`config.mk`:
```
export PLATFORM = sky130hd
export DESIGN_NAME = nvsp_host
export DESIGN_NICKNAME = d
export VERILOG_FILES = /design/src/logic/nvsp_host.v /design/src/logic/nvsp_wait.v
export VERILOG_INCLUDE_DIRS = /design/src /design/src/logic
export SDC_FILE = /design/constraint.sdc
export NUM_CORES = 1
export LEC_CHECK = 0
export BUFFER_PORTS_ARGS = -buffer_cell sky130_fd_sc_hd__clkbuf_2
export CAP_MARGIN = 10
export CORE_MARGIN = 3
export CORE_UTILIZATION = 55
export DETAILED_ROUTE_END_ITERATION = 7
export PLACE_DENSITY_LB_ADDON = 0.3
export RECOVER_POWER = 100
export SLEW_MARGIN = 20
export SYNTH_ARGS = -nofsm -noshare
export SYNTH_HDL_FRONTEND = slang
export SYNTH_SLANG_ARGS = --single-unit
```
`constraint.sdc`:
```
create_clock -name clk -period 4.2 [get_ports clk]
set_input_delay 1.05 -clock clk [delete_from_list [all_inputs] [get_ports clk]]
set_output_delay 1.05 -clock clk [all_outputs]
set_load 0.01 [all_outputs]
```
`src/logic/nvsp_consts.vh`:
```
// constants for the nonvolatile sram host controller
`ifndef NVSP_CONSTS_VH
`define NVSP_CONSTS_VH
`define NVSP_AW 13
`define NVSP_DW 8
`define NVSP_SEQ0 13'h0000
`define NVSP_SEQ1 13'h1555
`define NVSP_SEQ2 13'h0aaa
`define NVSP_SEQ3 13'h1fff
`define NVSP_SEQ4 13'h10f0
`define NVSP_SEQ_STORE 13'h0f0f
`define NVSP_SEQ_RECALL 13'h0f0e
`define NVSP_CLK_MHZ 125
`define NVSP_STORE_MS 10
`define NVSP_POWERUP_RECALL_US 550
`define NVSP_RECALL_US 20
`define NVSP_STORE_CYC (`NVSP_STORE_MS * 1000 * `NVSP_CLK_MHZ)
`define NVSP_POWERUP_CYC (`NVSP_POWERUP_RECALL_US * `NVSP_CLK_MHZ)
`define NVSP_RECALL_CYC (`NVSP_RECALL_US * `NVSP_CLK_MHZ)
`define NVSP_PHASE_NS 40
`define NVSP_PHASE_CYC ((`NVSP_PHASE_NS + 7) / 8)
`define NVSP_OP_READ 2'h0
`define NVSP_OP_WRITE 2'h1
`define NVSP_OP_STORE 2'h2
`define NVSP_OP_RECALL 2'h3
`endif

```
`src/logic/nvsp_host.v`:
```
// host controller driving a nonvolatile sram over its async pins
// Function
// (RQ1) write strobe high in reads, low in writes
// (RQ2) device tristates if write precedes select
// (RQ3) address changes only with select high
// (RQ4) store after six-read sequence ending 0f0f
// (RQ5) recall after six-read sequence ending 0f0e
// (RQ6) trigger addresses issued strictly in order
// (RQ7) write strobe high through all trigger reads
// (RQ8) sixth trigger read returns no data
// (RQ9) store finishes within 10 ms
// (RQ10) power-up recall finishes within 550 us
// (RQ11) no other access inserted in sequence
// (RQ12) device ignores pins during store
// (RQ13) each trigger read framed by select pulse
// (RQ14) write when select and strobe low
// (RQ15) detector restarts on mismatch or 0000
`include "nvsp_consts.vh"
module nvsp_host #(
  parameter STORE_CYC = `NVSP_STORE_CYC,
  parameter POWERUP_CYC = `NVSP_POWERUP_CYC,
  parameter RECALL_CYC = `NVSP_RECALL_CYC
) (
  clk,
  rst_b,
  req_valid,
  req_ready,
  req_op,
  req_addr,
  req_wdata,
  rsp_valid,
  rsp_rdata,
  busy,
  mem_ce_b,
  mem_we_b,
  mem_oe_b,
  address_lines,
  data_lines_o,
  data_lines_oe,
  data_lines_i
);
  input wire clk;
  input wire rst_b;
  input wire req_valid;
  output wire req_ready;
  input wire [1:0] req_op;
  input wire [12:0] req_addr;
  input wire [7:0] req_wdata;
  output reg rsp_valid;
  output reg [7:0] rsp_rdata;
  output wire busy;
  output reg mem_ce_b;
  output reg mem_we_b;
  output reg mem_oe_b;
  output reg [12:0] address_lines;
  output reg [7:0] data_lines_o;
  output reg data_lines_oe;
  input wire [7:0] data_lines_i;

  localparam S_PWRUP = 3'h0;
  localparam S_IDLE = 3'h1;
  localparam S_SETUP = 3'h2;
  localparam S_ACT = 3'h3;
  localparam S_HOLD = 3'h4;
  localparam S_NVWAIT = 3'h5;
  localparam integer PHASE_INT = `NVSP_PHASE_CYC;
  localparam [23:0] PHASE_CYC = PHASE_INT[23:0];

  reg [2:0] state_r;
  reg [1:0] op_r;
  reg [2:0] step_r;
  reg [7:0] din_s1_r;
  reg [7:0] din_s2_r;
  reg load;
  reg [23:0] load_val;
  wire t_done;

  function [12:0] seq_addr;
    input [2:0] step;
    input [1:0] op;
    begin
      case (step)
        3'h0: seq_addr = `NVSP_SEQ0;
        3'h1: seq_addr = `NVSP_SEQ1;
        3'h2: seq_addr = `NVSP_SEQ2;
        3'h3: seq_addr = `NVSP_SEQ3;
        3'h4: seq_addr = `NVSP_SEQ4;
        default: seq_addr = (op == `NVSP_OP_STORE) ? `NVSP_SEQ_STORE : `NVSP_SEQ_RECALL;
      endcase
    end
  endfunction

  nvsp_wait u_wait (
    .clk(clk),
    .rst_b(rst_b),
    .load(load),
    .count(load_val),
    .done(t_done)
  );

  // one request at a time keeps the trigger reads uninterrupted
  assign req_ready = (state_r == S_IDLE); // [RQ11]
  assign busy = (state_r != S_IDLE);

  // data pins come from outside the clock domain
  always @(posedge clk or negedge rst_b) begin
    if (!rst_b) begin
      din_s1_r <= 8'h00;
      din_s2_r <= 8'h00;
    end else begin
      din_s1_r <= data_lines_i;
      din_s2_r <= din_s1_r;
    end
  end

  always @* begin
    load = 1'b0;
    load_val = PHASE_CYC;
    case (state_r)
      // device is still restoring after power-up, so hold requests off
      S_PWRUP: begin
        load = (step_r == 3'h0);
        load_val = POWERUP_CYC[23:0]; // [RQ10]
      end
      S_IDLE: load = req_valid;
      S_SETUP: load = t_done;
      S_ACT: load = t_done;
      S_HOLD: begin
        if (t_done && step_r == 3'h5) begin
          load = 1'b1;
          // store and recall have their own worst-case waits
          load_val = (op_r == `NVSP_OP_STORE) ? STORE_CYC[23:0] : RECALL_CYC[23:0]; // [RQ9]
        end else if (t_done && op_r[1]) begin
          load = 1'b1;
        end
      end
      default: load = 1'b0;
    endcase
  end

  always @(posedge clk or negedge rst_b) begin
    if (!rst_b) begin
      state_r <= S_PWRUP;
      op_r <= `NVSP_OP_READ;
      step_r <= 3'h0;
      rsp_valid <= 1'b0;
      rsp_rdata <= 8'h00;
      mem_ce_b <= 1'b1;
      mem_we_b <= 1'b1;
      mem_oe_b <= 1'b1;
      address_lines <= 13'h0000;
      data_lines_o <= 8'h00;
      data_lines_oe <= 1'b0;
    end else begin
      rsp_valid <= 1'b0;
      case (state_r)
        S_PWRUP: begin
          // counter is zero after reset, so reload once then wait it out
          if (step_r == 3'h0) begin
            step_r <= 3'h1;
          end else if (t_done) begin
            step_r <= 3'h0;
            state_r <= S_IDLE; // [RQ10]
          end
        end
        S_IDLE: begin
          if (req_valid) begin
            op_r <= req_op;
            step_r <= 3'h0;
            // address set while select is high
            address_lines <= req_op[1] ? `NVSP_SEQ0 : req_addr; // [RQ3]
            data_lines_o <= req_wdata;
            state_r <= S_SETUP;
          end
        end
        S_SETUP: begin
          if (t_done) begin
            mem_ce_b <= 1'b0; // [RQ13]
            if (op_r == `NVSP_OP_WRITE) begin
              mem_we_b <= 1'b0; // [RQ1] [RQ14]
              data_lines_oe <= 1'b1;
            end else begin
              mem_we_b <= 1'b1; // [RQ1] [RQ7]
              // sixth trigger read gets no data, so keep output enable off
              mem_oe_b <= (op_r[1] && step_r == 3'h5) ? 1'b1 : 1'b0; // [RQ8]
            end
            state_r <= S_ACT;
          end
        end
        S_ACT: begin
          if (t_done) begin
            mem_ce_b <= 1'b1;
            mem_we_b <= 1'b1;
            mem_oe_b <= 1'b1;
            if (op_r == `NVSP_OP_READ) begin
              rsp_rdata <= din_s2_r;
            end
            state_r <= S_HOLD;
          end
        end
        S_HOLD: begin
          if (t_done) begin
            data_lines_oe <= 1'b0;
            if (op_r[1] && step_r != 3'h5) begin
              step_r <= step_r + 3'h1;
              address_lines <= seq_addr(step_r + 3'h1, op_r); // [RQ4] [RQ5] [RQ6] [RQ3]
              state_r <= S_SETUP;
            end else if (op_r[1]) begin
              // pins stay idle while the device is busy
              state_r <= S_NVWAIT; // [RQ12]
            end else begin
              rsp_valid <= 1'b1;
              state_r <= S_IDLE;
            end
          end
        end
        S_NVWAIT: begin
          if (t_done) begin
            step_r <= 3'h0;
            rsp_valid <= 1'b1;
            state_r <= S_IDLE;
          end
        end
        default: state_r <= S_IDLE;
      endcase
    end
  end
endmodule

```
`src/logic/nvsp_wait.v`:
```
// down counter that times pin phases and nonvolatile waits
`include "nvsp_consts.vh"
module nvsp_wait (
  clk,
  rst_b,
  load,
  count,
  done
);
  input wire clk;
  input wire rst_b;
  input wire load;
  input wire [23:0] count;
  output wire done;
  reg [23:0] cnt_r;
  assign done = (cnt_r == 24'h000000);
  always @(posedge clk or negedge rst_b) begin
    if (!rst_b) begin
      cnt_r <= 24'h000000;
    end else if (load) begin
      cnt_r <= count;
    end else if (cnt_r != 24'h000000) begin
      cnt_r <= cnt_r - 24'h000001;
    end
  end
endmodule

```
==> impl_metrics.py, run 1 <==
metrics = {
    "synth": {
        "ys_seq_area_frac": 0.522,
        "synth_edf_count": 0,
        "ys_ff_latch": 82,
        "synthFlopType": "dfrtp_1",
        "synth_cells": 387,
        "synth_area_per_cell_um2": 10.2,
        "synth_warnings": 0,
        "yosysUniqueCellTypes": 57,
        "syn_area_mm2": 0.00394,
        "async_reset_ff_frac": 1.00,
        "synth_nets": 427,
    },
    "clocking": {
        "clock_sinks": 82,
        "cts_tree": "built",
        "cts_resized": 0,
        "postCtsSetupBuffers": 0,
        "htreeDepth": 3,
        "clock_path_buffers": 2,
        "path_clk_slew_ps": 90,
        "clkLatencyLatePin_ps": 370,
        "holdBufCountCts": 0,
        "root_buffer": "clkbuf_8",
        "numCtsBuffers": 9,
    },
    "grt": {
        "grt_max_degree": 83,
        "antenna_found_initial": 0,
        "gr-total-overflow": 0,
        "track_usage": 0.225,
        "grt_pass1_vias": 3137,
        "grt_pass1_wl_um": 14900,
    },
    "sta": {
        "layout_setup_ws_ps": 654,
        "timing.hold.ws_ps": 350,
        "tightestPinTransition_ps": 1800,
        "relSlewSlack": -0.201,
        "layout_min_cycle_time_ps": 3550,
        "max_freq_ghz": 0.282,
        "fin_skew_ps": 11.1,
        "finalHoldViolCount": 0,
        "setup_violations": 0,
        "period_share": 0.844,
        "rsz0062_at_grt": "no",
        "drv_slew": 36,
        "fin_setup_tns_ps": 0,
    },
    "critical_path": {
        "cp_max_fo": 12,
        "worst-path-buf-inv": 1,
        "arrival_ps": 3780,
        "slowest_delay_ps": 1140,
        "crit_slowest_cell": "o31ai_1",
        "crit_type": "reg2reg",
        "path_cells": "inv_1 > ha_1 > or3b_2 > or4_4 > o31ai_1 > o221a_2 > a21oi_1",
        "cp-start-kind": "register",
        "path_delay_family": "compound AO/OA/AOI/OAI gates",
        "rrSetupSlack_ps": 650,
        "cp-end-kind": "register",
        "crit_required_ps": 4430,
    },
    "floorplanning": {
        "initial_utilization": 0.573,
        "rows": 30,
        "coreArea_mm2": 0.00687,
        "pin_count": 70,
        "die_y_um": 90.6,
        "die_w_um": 90.6,
        "die-area_mm2": 0.00821,
    },
    "detailed_routing": {
        "routed_wl_um": 8540,
        "vias": 3163,
        "drc": 0,
        "wl_per_cell_um": 15.3,
        "drt_iter0_drc": 231,
        "via_per_inst": 5.66,
        "drtPass1Iterations": 5,
        "ant_nets": 0,
    },
    "finish": {
        "layout-drive-gt1-share": 0.164,
        "final_util": 0.653,
        "design_area_mm2": 0.00449,
        "antenna_cells": 0,
        "nets": 498,
        "areaGrowthSynthToFinish_pct": 13.9,
    },
    "placed_design": {
        "place_hpwl_um": 6240,
        "postPlaceCellArea_mm2": 0.00437,
        "portBuffers": 69,
        "gp_congestion": 0.919,
        "dp_slack_ps": 1060,
    },
    "job": {
        "drv_cap": 1,
    },
    "power_and_ir_drop": {
        "p_per_area_mw_per_mm2": 315,
        "max-vdd-ir-drop_v": 0.000238,
        "p_leak_nw": 1.96,
    },
    "run_status": {
        "status": "complete, but fails checks",
        "violations": "capacitance limit, slew limit",
    },
    "min_path": {
        "hp-class": "reg2reg",
    },
}
-- where the power goes --
group	internal, mW	switching [mW]	leakage (nW)	total [mW]
registers	0.802	0.00490	1.00	0.807
clock network	0.231	0.327	0.0926	0.557
logic	0.0185	0.0301	0.866	0.0486
total	1.05	0.362	1.96	1.41
-- sequential cells by signal, indices dropped and copies added, names as in the netlist --
register,count
rsp_valid,1
mem_we_b,1
data_lines_o,8
data_lines_oe,1
u_wait.cnt_r,24
address_lines,13
op_r,2
mem_oe_b,1
mem_ce_b,1
step_r,3
din_s1_r,8
state_r,3
din_s2_r,8
rsp_rdata,8
-- synthesized netlist by cell type (all sizes together) (2+ instances only) --
cell type	n	area, um^2
nor2	30	113
nand2b	4	25.0
xnor2	14	123
nor3b	3	22.5
dfrtp	79	1980
xor2	6	52.6
o31a	3	26.3
o21a	3	22.5
and2	2	12.5
nand3	3	27.5
dfstp	3	78.8
mux2	10	113
nor4	10	83.8
o2111ai	2	17.5
or3b	3	26.3
buf	4	27.5
a21oi	30	154
o31ai	5	51.3
o22ai	4	25.0
and3	2	12.5
mux2i	12	120
nor2b	5	31.3
nand4	3	18.8
o21ai	17	85.1
or4	5	45.0
nor3	10	50.1
or3	2	12.5
nand2	52	195
ha	6	75.1
a21o	3	22.5
inv	21	78.8
clkbuf	9	33.8
a31oi	8	50.1
-- cells in the final DEF, fill, tap and decap left out, types with 3 or more instances in the layout --
| cell type | netlist | final |
|---|---|---|
| o21a_1 | 3 | 3 |
| nand2_1 | 52 | 52 |
| o31a_1 | 3 | 3 |
| or4_1 | 3 | 3 |
| xnor2_1 | 14 | 14 |
| a21oi_1 | 29 | 29 |
| clkbuf_1 | 9 | 35 |
| buf_4 | 1 | 3 |
| or3b_2 | 3 | 3 |
| dfrtp_1 | 79 | 79 |
| clkbuf_8 | 0 | 9 |
| nor3b_1 | 3 | 3 |
| nor2b_1 | 5 | 5 |
| inv_1 | 21 | 21 |
| nor2_1 | 30 | 30 |
| mux2i_1 | 12 | 12 |
| o22ai_1 | 4 | 4 |
| nor3_1 | 10 | 10 |
| o31ai_1 | 4 | 5 |
| clkbuf_2 | 0 | 35 |
| nand4_1 | 3 | 3 |
| nor4_1 | 8 | 10 |
| xor2_1 | 6 | 6 |
| a31oi_1 | 8 | 8 |
| mux2_2 | 10 | 10 |
| nand2b_1 | 4 | 4 |
| a21o_1 | 3 | 3 |
| ha_1 | 6 | 6 |
| o21ai_0 | 15 | 16 |
-- through the flow --
stage / cells / total power, mW
floorplan: 387 / 0.835
global placement: 542 / 0.873
detailed placement: 542 / 0.875
CTS: 558 / 1.43
global route: 559 / 1.47
finish: 559 / 1.41
-- per-layer routing --
layer  wire (um)  track usage
met5           0            0
met4         155       0.0944
met3         456       0.0417
met2        3970        0.347
met1        3950        0.313
-- final timing paths --
check                      cells after the start                      endpoint                         from
max in group asynchronous                      2  u_wait.cnt_r[23]$_DFFE_PN0P_                        rst_b
max                                            7   u_wait.cnt_r[1]$_DFFE_PN0P_  u_wait.cnt_r[0]$_DFFE_PN0P_
min in group asynchronous                      1  u_wait.cnt_r[21]$_DFFE_PN0P_                        rst_b
min reg2reg                                    0         din_s2_r[5]$_DFF_PN0_        din_s1_r[5]$_DFF_PN0_
max reg2reg                                    7   u_wait.cnt_r[1]$_DFFE_PN0P_  u_wait.cnt_r[0]$_DFFE_PN0P_
min                                            0         din_s2_r[5]$_DFF_PN0_        din_s1_r[5]$_DFF_PN0_
-- layout make-up --
class / count / area, um^2
Clock buffer: 9 / 124
Clock inverter: 7 / 71.3
Fill cell: 589 / 2380
Inverter: 21 / 78.8
Multi-Input combinational cell: 271 / 1710
Sequential cell: 82 / 2060
Tap cell: 96 / 120
Timing Repair Buffer: 73 / 329
-- kinds of logic (layout without fill, tap and decap cells) --
group	count (synthesis)	after routing	synth area share
and+or+nand+nor	138	138	0.180
AOI/OAI and AO/OA	85	85	0.140
DFF	82	82	0.522
buffers and inverters	34	110	0.0356
muxes	22	22	0.0591
xor gates and xnor gates	20	20	0.0445
adders and majority gates	6	6	0.0191
Power figures use the tool's default switching activity.
==> run 2, diff against run 1 <==
--- a/config.mk
+++ b/config.mk
@@ -6,6 +6,7 @@
 export SDC_FILE = /design/constraint.sdc
 export NUM_CORES = 1
 export LEC_CHECK = 0
+export ABC_AREA = 1
 export BUFFER_PORTS_ARGS = -buffer_cell sky130_fd_sc_hd__clkbuf_2
 export CAP_MARGIN = 10
 export CORE_MARGIN = 3
==> constraint.sdc (replaced) <==
create_clock -name clk -period 3.45 [get_ports clk]
set_input_delay 0.8625 -clock clk [delete_from_list [all_inputs] [get_ports clk]]
set_output_delay 0.8625 -clock clk [all_outputs]
set_load 0.01 [all_outputs]
==> impl_metrics.py, run 2 <==
metrics = {
    "finish": {
        "fin_cells": 653,
        "layout-drive-gt1-share": 0.144,
        "final_cell_mix": "131 x nand2_1, 79 x dfrtp_1, 53 x inv_1, 51 x nor2_1, 41 x nand3_1",
        "largest_reg_flops": 24,
        "design_area_mm2": 0.00467,
        "top_regs": "u_wait.cnt_r: 24 flops, address_lines: 13 flops",
        "areaGrowthSynthToFinish_pct": 14.0,
        "largest-register": "u_wait.cnt_r",
        "final_common_cell": "nand2_1",
        "nets": 592,
        "antenna_cells": 0,
    },
    "floorplanning": {
        "rows": 30,
        "initial_utilization": 0.584,
        "coreArea_mm2": 0.00702,
        "die_y_um": 92.3,
        "pin_count": 70,
        "die_w_um": 92.3,
        "die-area_mm2": 0.00853,
    },
    "synth": {
        "synth_nets": 521,
        "post-synth-top-count-cell": "nand2_1",
        "synthFlopType": "dfrtp_1",
        "synth_top_area_cell": "dfrtp_1",
        "synth_common_cells": "128 x nand2_1, 79 x dfrtp_1, 51 x inv_1, 48 x nor2_1, 39 x nand3_1",
        "synth_area_per_cell_um2": 8.52,
        "syn_area_mm2": 0.00410,
        "ys_seq_area_frac": 0.501,
        "synth_cells": 481,
        "synth_edf_count": 0,
        "synth_warnings": 0,
        "netlist.area_leader.share": 0.482,
        "synth_top_cells_by_area": "dfrtp_1 48%, nand2_1 12%, nand3_1 4.8%, inv_1 4.7%, nor2_1 4.4%",
        "async_reset_ff_frac": 1.00,
        "yosysUniqueCellTypes": 33,
        "ys_ff_latch": 82,
    },
    "power_and_ir_drop": {
        "p_per_area_mw_per_mm2": 404,
        "p_leak_nw": 2.52,
        "max-vdd-ir-drop_v": 0.000242,
        "p_total_mw": 1.89,
    },
    "min_path": {
        "hp-class": "reg2reg",
    },
    "sta": {
        "relSlewSlack": -0.168,
        "layout_min_cycle_time_ps": 2740,
        "fin_setup_tns_ps": 0,
        "finalHoldViolCount": 0,
        "setup_violations": 0,
        "fin_skew_ps": 12.6,
        "rsz0062_at_grt": "no",
        "tightestPinTransition_ps": 1750,
        "period_share": 0.793,
        "drv_slew": 31,
        "max_freq_ghz": 0.365,
    },
    "detailed_routing": {
        "drt_iter0_drc": 221,
        "routed_wl_um": 8770,
        "drc": 0,
        "ant_nets": 0,
        "via_per_inst": 5.12,
        "drtPass1Iterations": 7,
        "vias": 3346,
        "wl_per_cell_um": 13.4,
    },
    "placed_design": {
        "gp_congestion": 0.959,
        "postPlaceCellArea_mm2": 0.00450,
        "portBuffers": 69,
        "place_hpwl_um": 6330,
        "placedCellCount": 636,
    },
    "clocking": {
        "clock_path_buffers": 2,
        "root_buffer": "clkbuf_8",
        "htreeDepth": 3,
        "postCtsSetupBuffers": 0,
        "cts_tree": "built",
        "path_clk_slew_ps": 90,
        "numCtsBuffers": 9,
        "holdBufCountCts": 0,
        "clkLatencyLatePin_ps": 360,
        "clock_sinks": 82,
        "cts_resized": 0,
    },
    "job": {
        "drv_cap": 1,
    },
    "grt": {
        "antenna_found_initial": 0,
        "grt_max_degree": 83,
        "track_usage": 0.219,
        "grt_pass1_wl_um": 14700,
        "grt_pass1_vias": 3216,
        "gr-total-overflow": 0,
    },
    "critical_path": {
        "crit_type": "reg2reg",
        "cp-end-kind": "register",
        "cp_max_fo": 14,
        "arrival_ps": 3040,
        "crit_required_ps": 3750,
        "cp-start-kind": "register",
    },
    "run_status": {
        "status": "complete, but fails checks",
        "violations": "capacitance limit, slew limit",
    },
}
==> run 2: layer usage <==
metal / part of all wire / vias to the layer above / global-route usage / wire length, um
li1: - / 1663 / - / -
met1: 0.43 / 1555 / 0.279 / 3740
met2: 0.50 / 104 / 0.362 / 4340
met3: 0.055 / 24 / 0.0447 / 484
met4: 0.023 / 0 / 0.0978 / 200
met5: 0 / - / 0 / 0
==> run 2: where the power goes <==
part           total (mW)  switching, mW  internal [mW]
sequential          0.972        0.00225          0.970
combinational      0.0498         0.0293         0.0206
clock               0.869          0.376          0.493
total                1.89          0.407           1.48
==> run 2: cells by family after synthesis <==
family,Yosys count,synth area share
AOI/OAI and AO/OA,46,0.0589
and+or+nand+nor,254,0.289
muxes,8,0.0220
adders and majority gates,6,0.0183
buffers and inverters,64,0.0656
DFF,82,0.501
xor gates and xnor gates,21,0.0449
==> run 2: final timing paths <==
check	end	start	slack, ps	depth (start not counted)
max in group asynchronous	mem_ce_b$_DFFE_PN1P_	rst_b	1470	2
worst min register to register	din_s2_r[4]$_DFF_PN0_	din_s1_r[4]$_DFF_PN0_	350	0
worst max-delay path	address_lines[10]$_DFFE_PN0P_	u_wait.cnt_r[0]$_DFFE_PN0P_	710	12
worst min-delay path	din_s2_r[4]$_DFF_PN0_	din_s1_r[4]$_DFF_PN0_	350	0
worst max register to register	address_lines[10]$_DFFE_PN0P_	u_wait.cnt_r[0]$_DFFE_PN0P_	710	12
min in group asynchronous	u_wait.cnt_r[2]$_DFFE_PN0P_	rst_b	960	1
==> run 2: final cells by class <==
class / instances / area [um^2]
clock inverter: 7 / 128
tap: 96 / 120
sequential: 82 / 2060
clock buffer: 9 / 124
fill: 629 / 2340
timing repair buffer: 70 / 327
multi-input combinational: 335 / 1720
inverter: 54 / 203
==> run 2: per-stage QoR <==
stage / setup WS (ps) / hold slack, ps / utilization
final: 713 / 347 / 0.666
after global routing: 464 / 361 / 0.666
after CTS: 1020 / 356 / 0.677
after detailed placement: 1020 / 336 / 0.641
after global placement: 1120 / 332 / 0.641
after floorplan: 1690 / 331 / -
==> run 2: worst max-delay path: stages, from the launching register on <==
cell,delay [ps]
dfrtp_1,420
inv_1,80
ha_1,200
nand2_1,230
nor2_8,190
nand3_1,340
nand2_1,190
nand2_2,60
nor2_1,180
nand2_2,230
inv_1,350
nand2_1,120
nand2_1,90
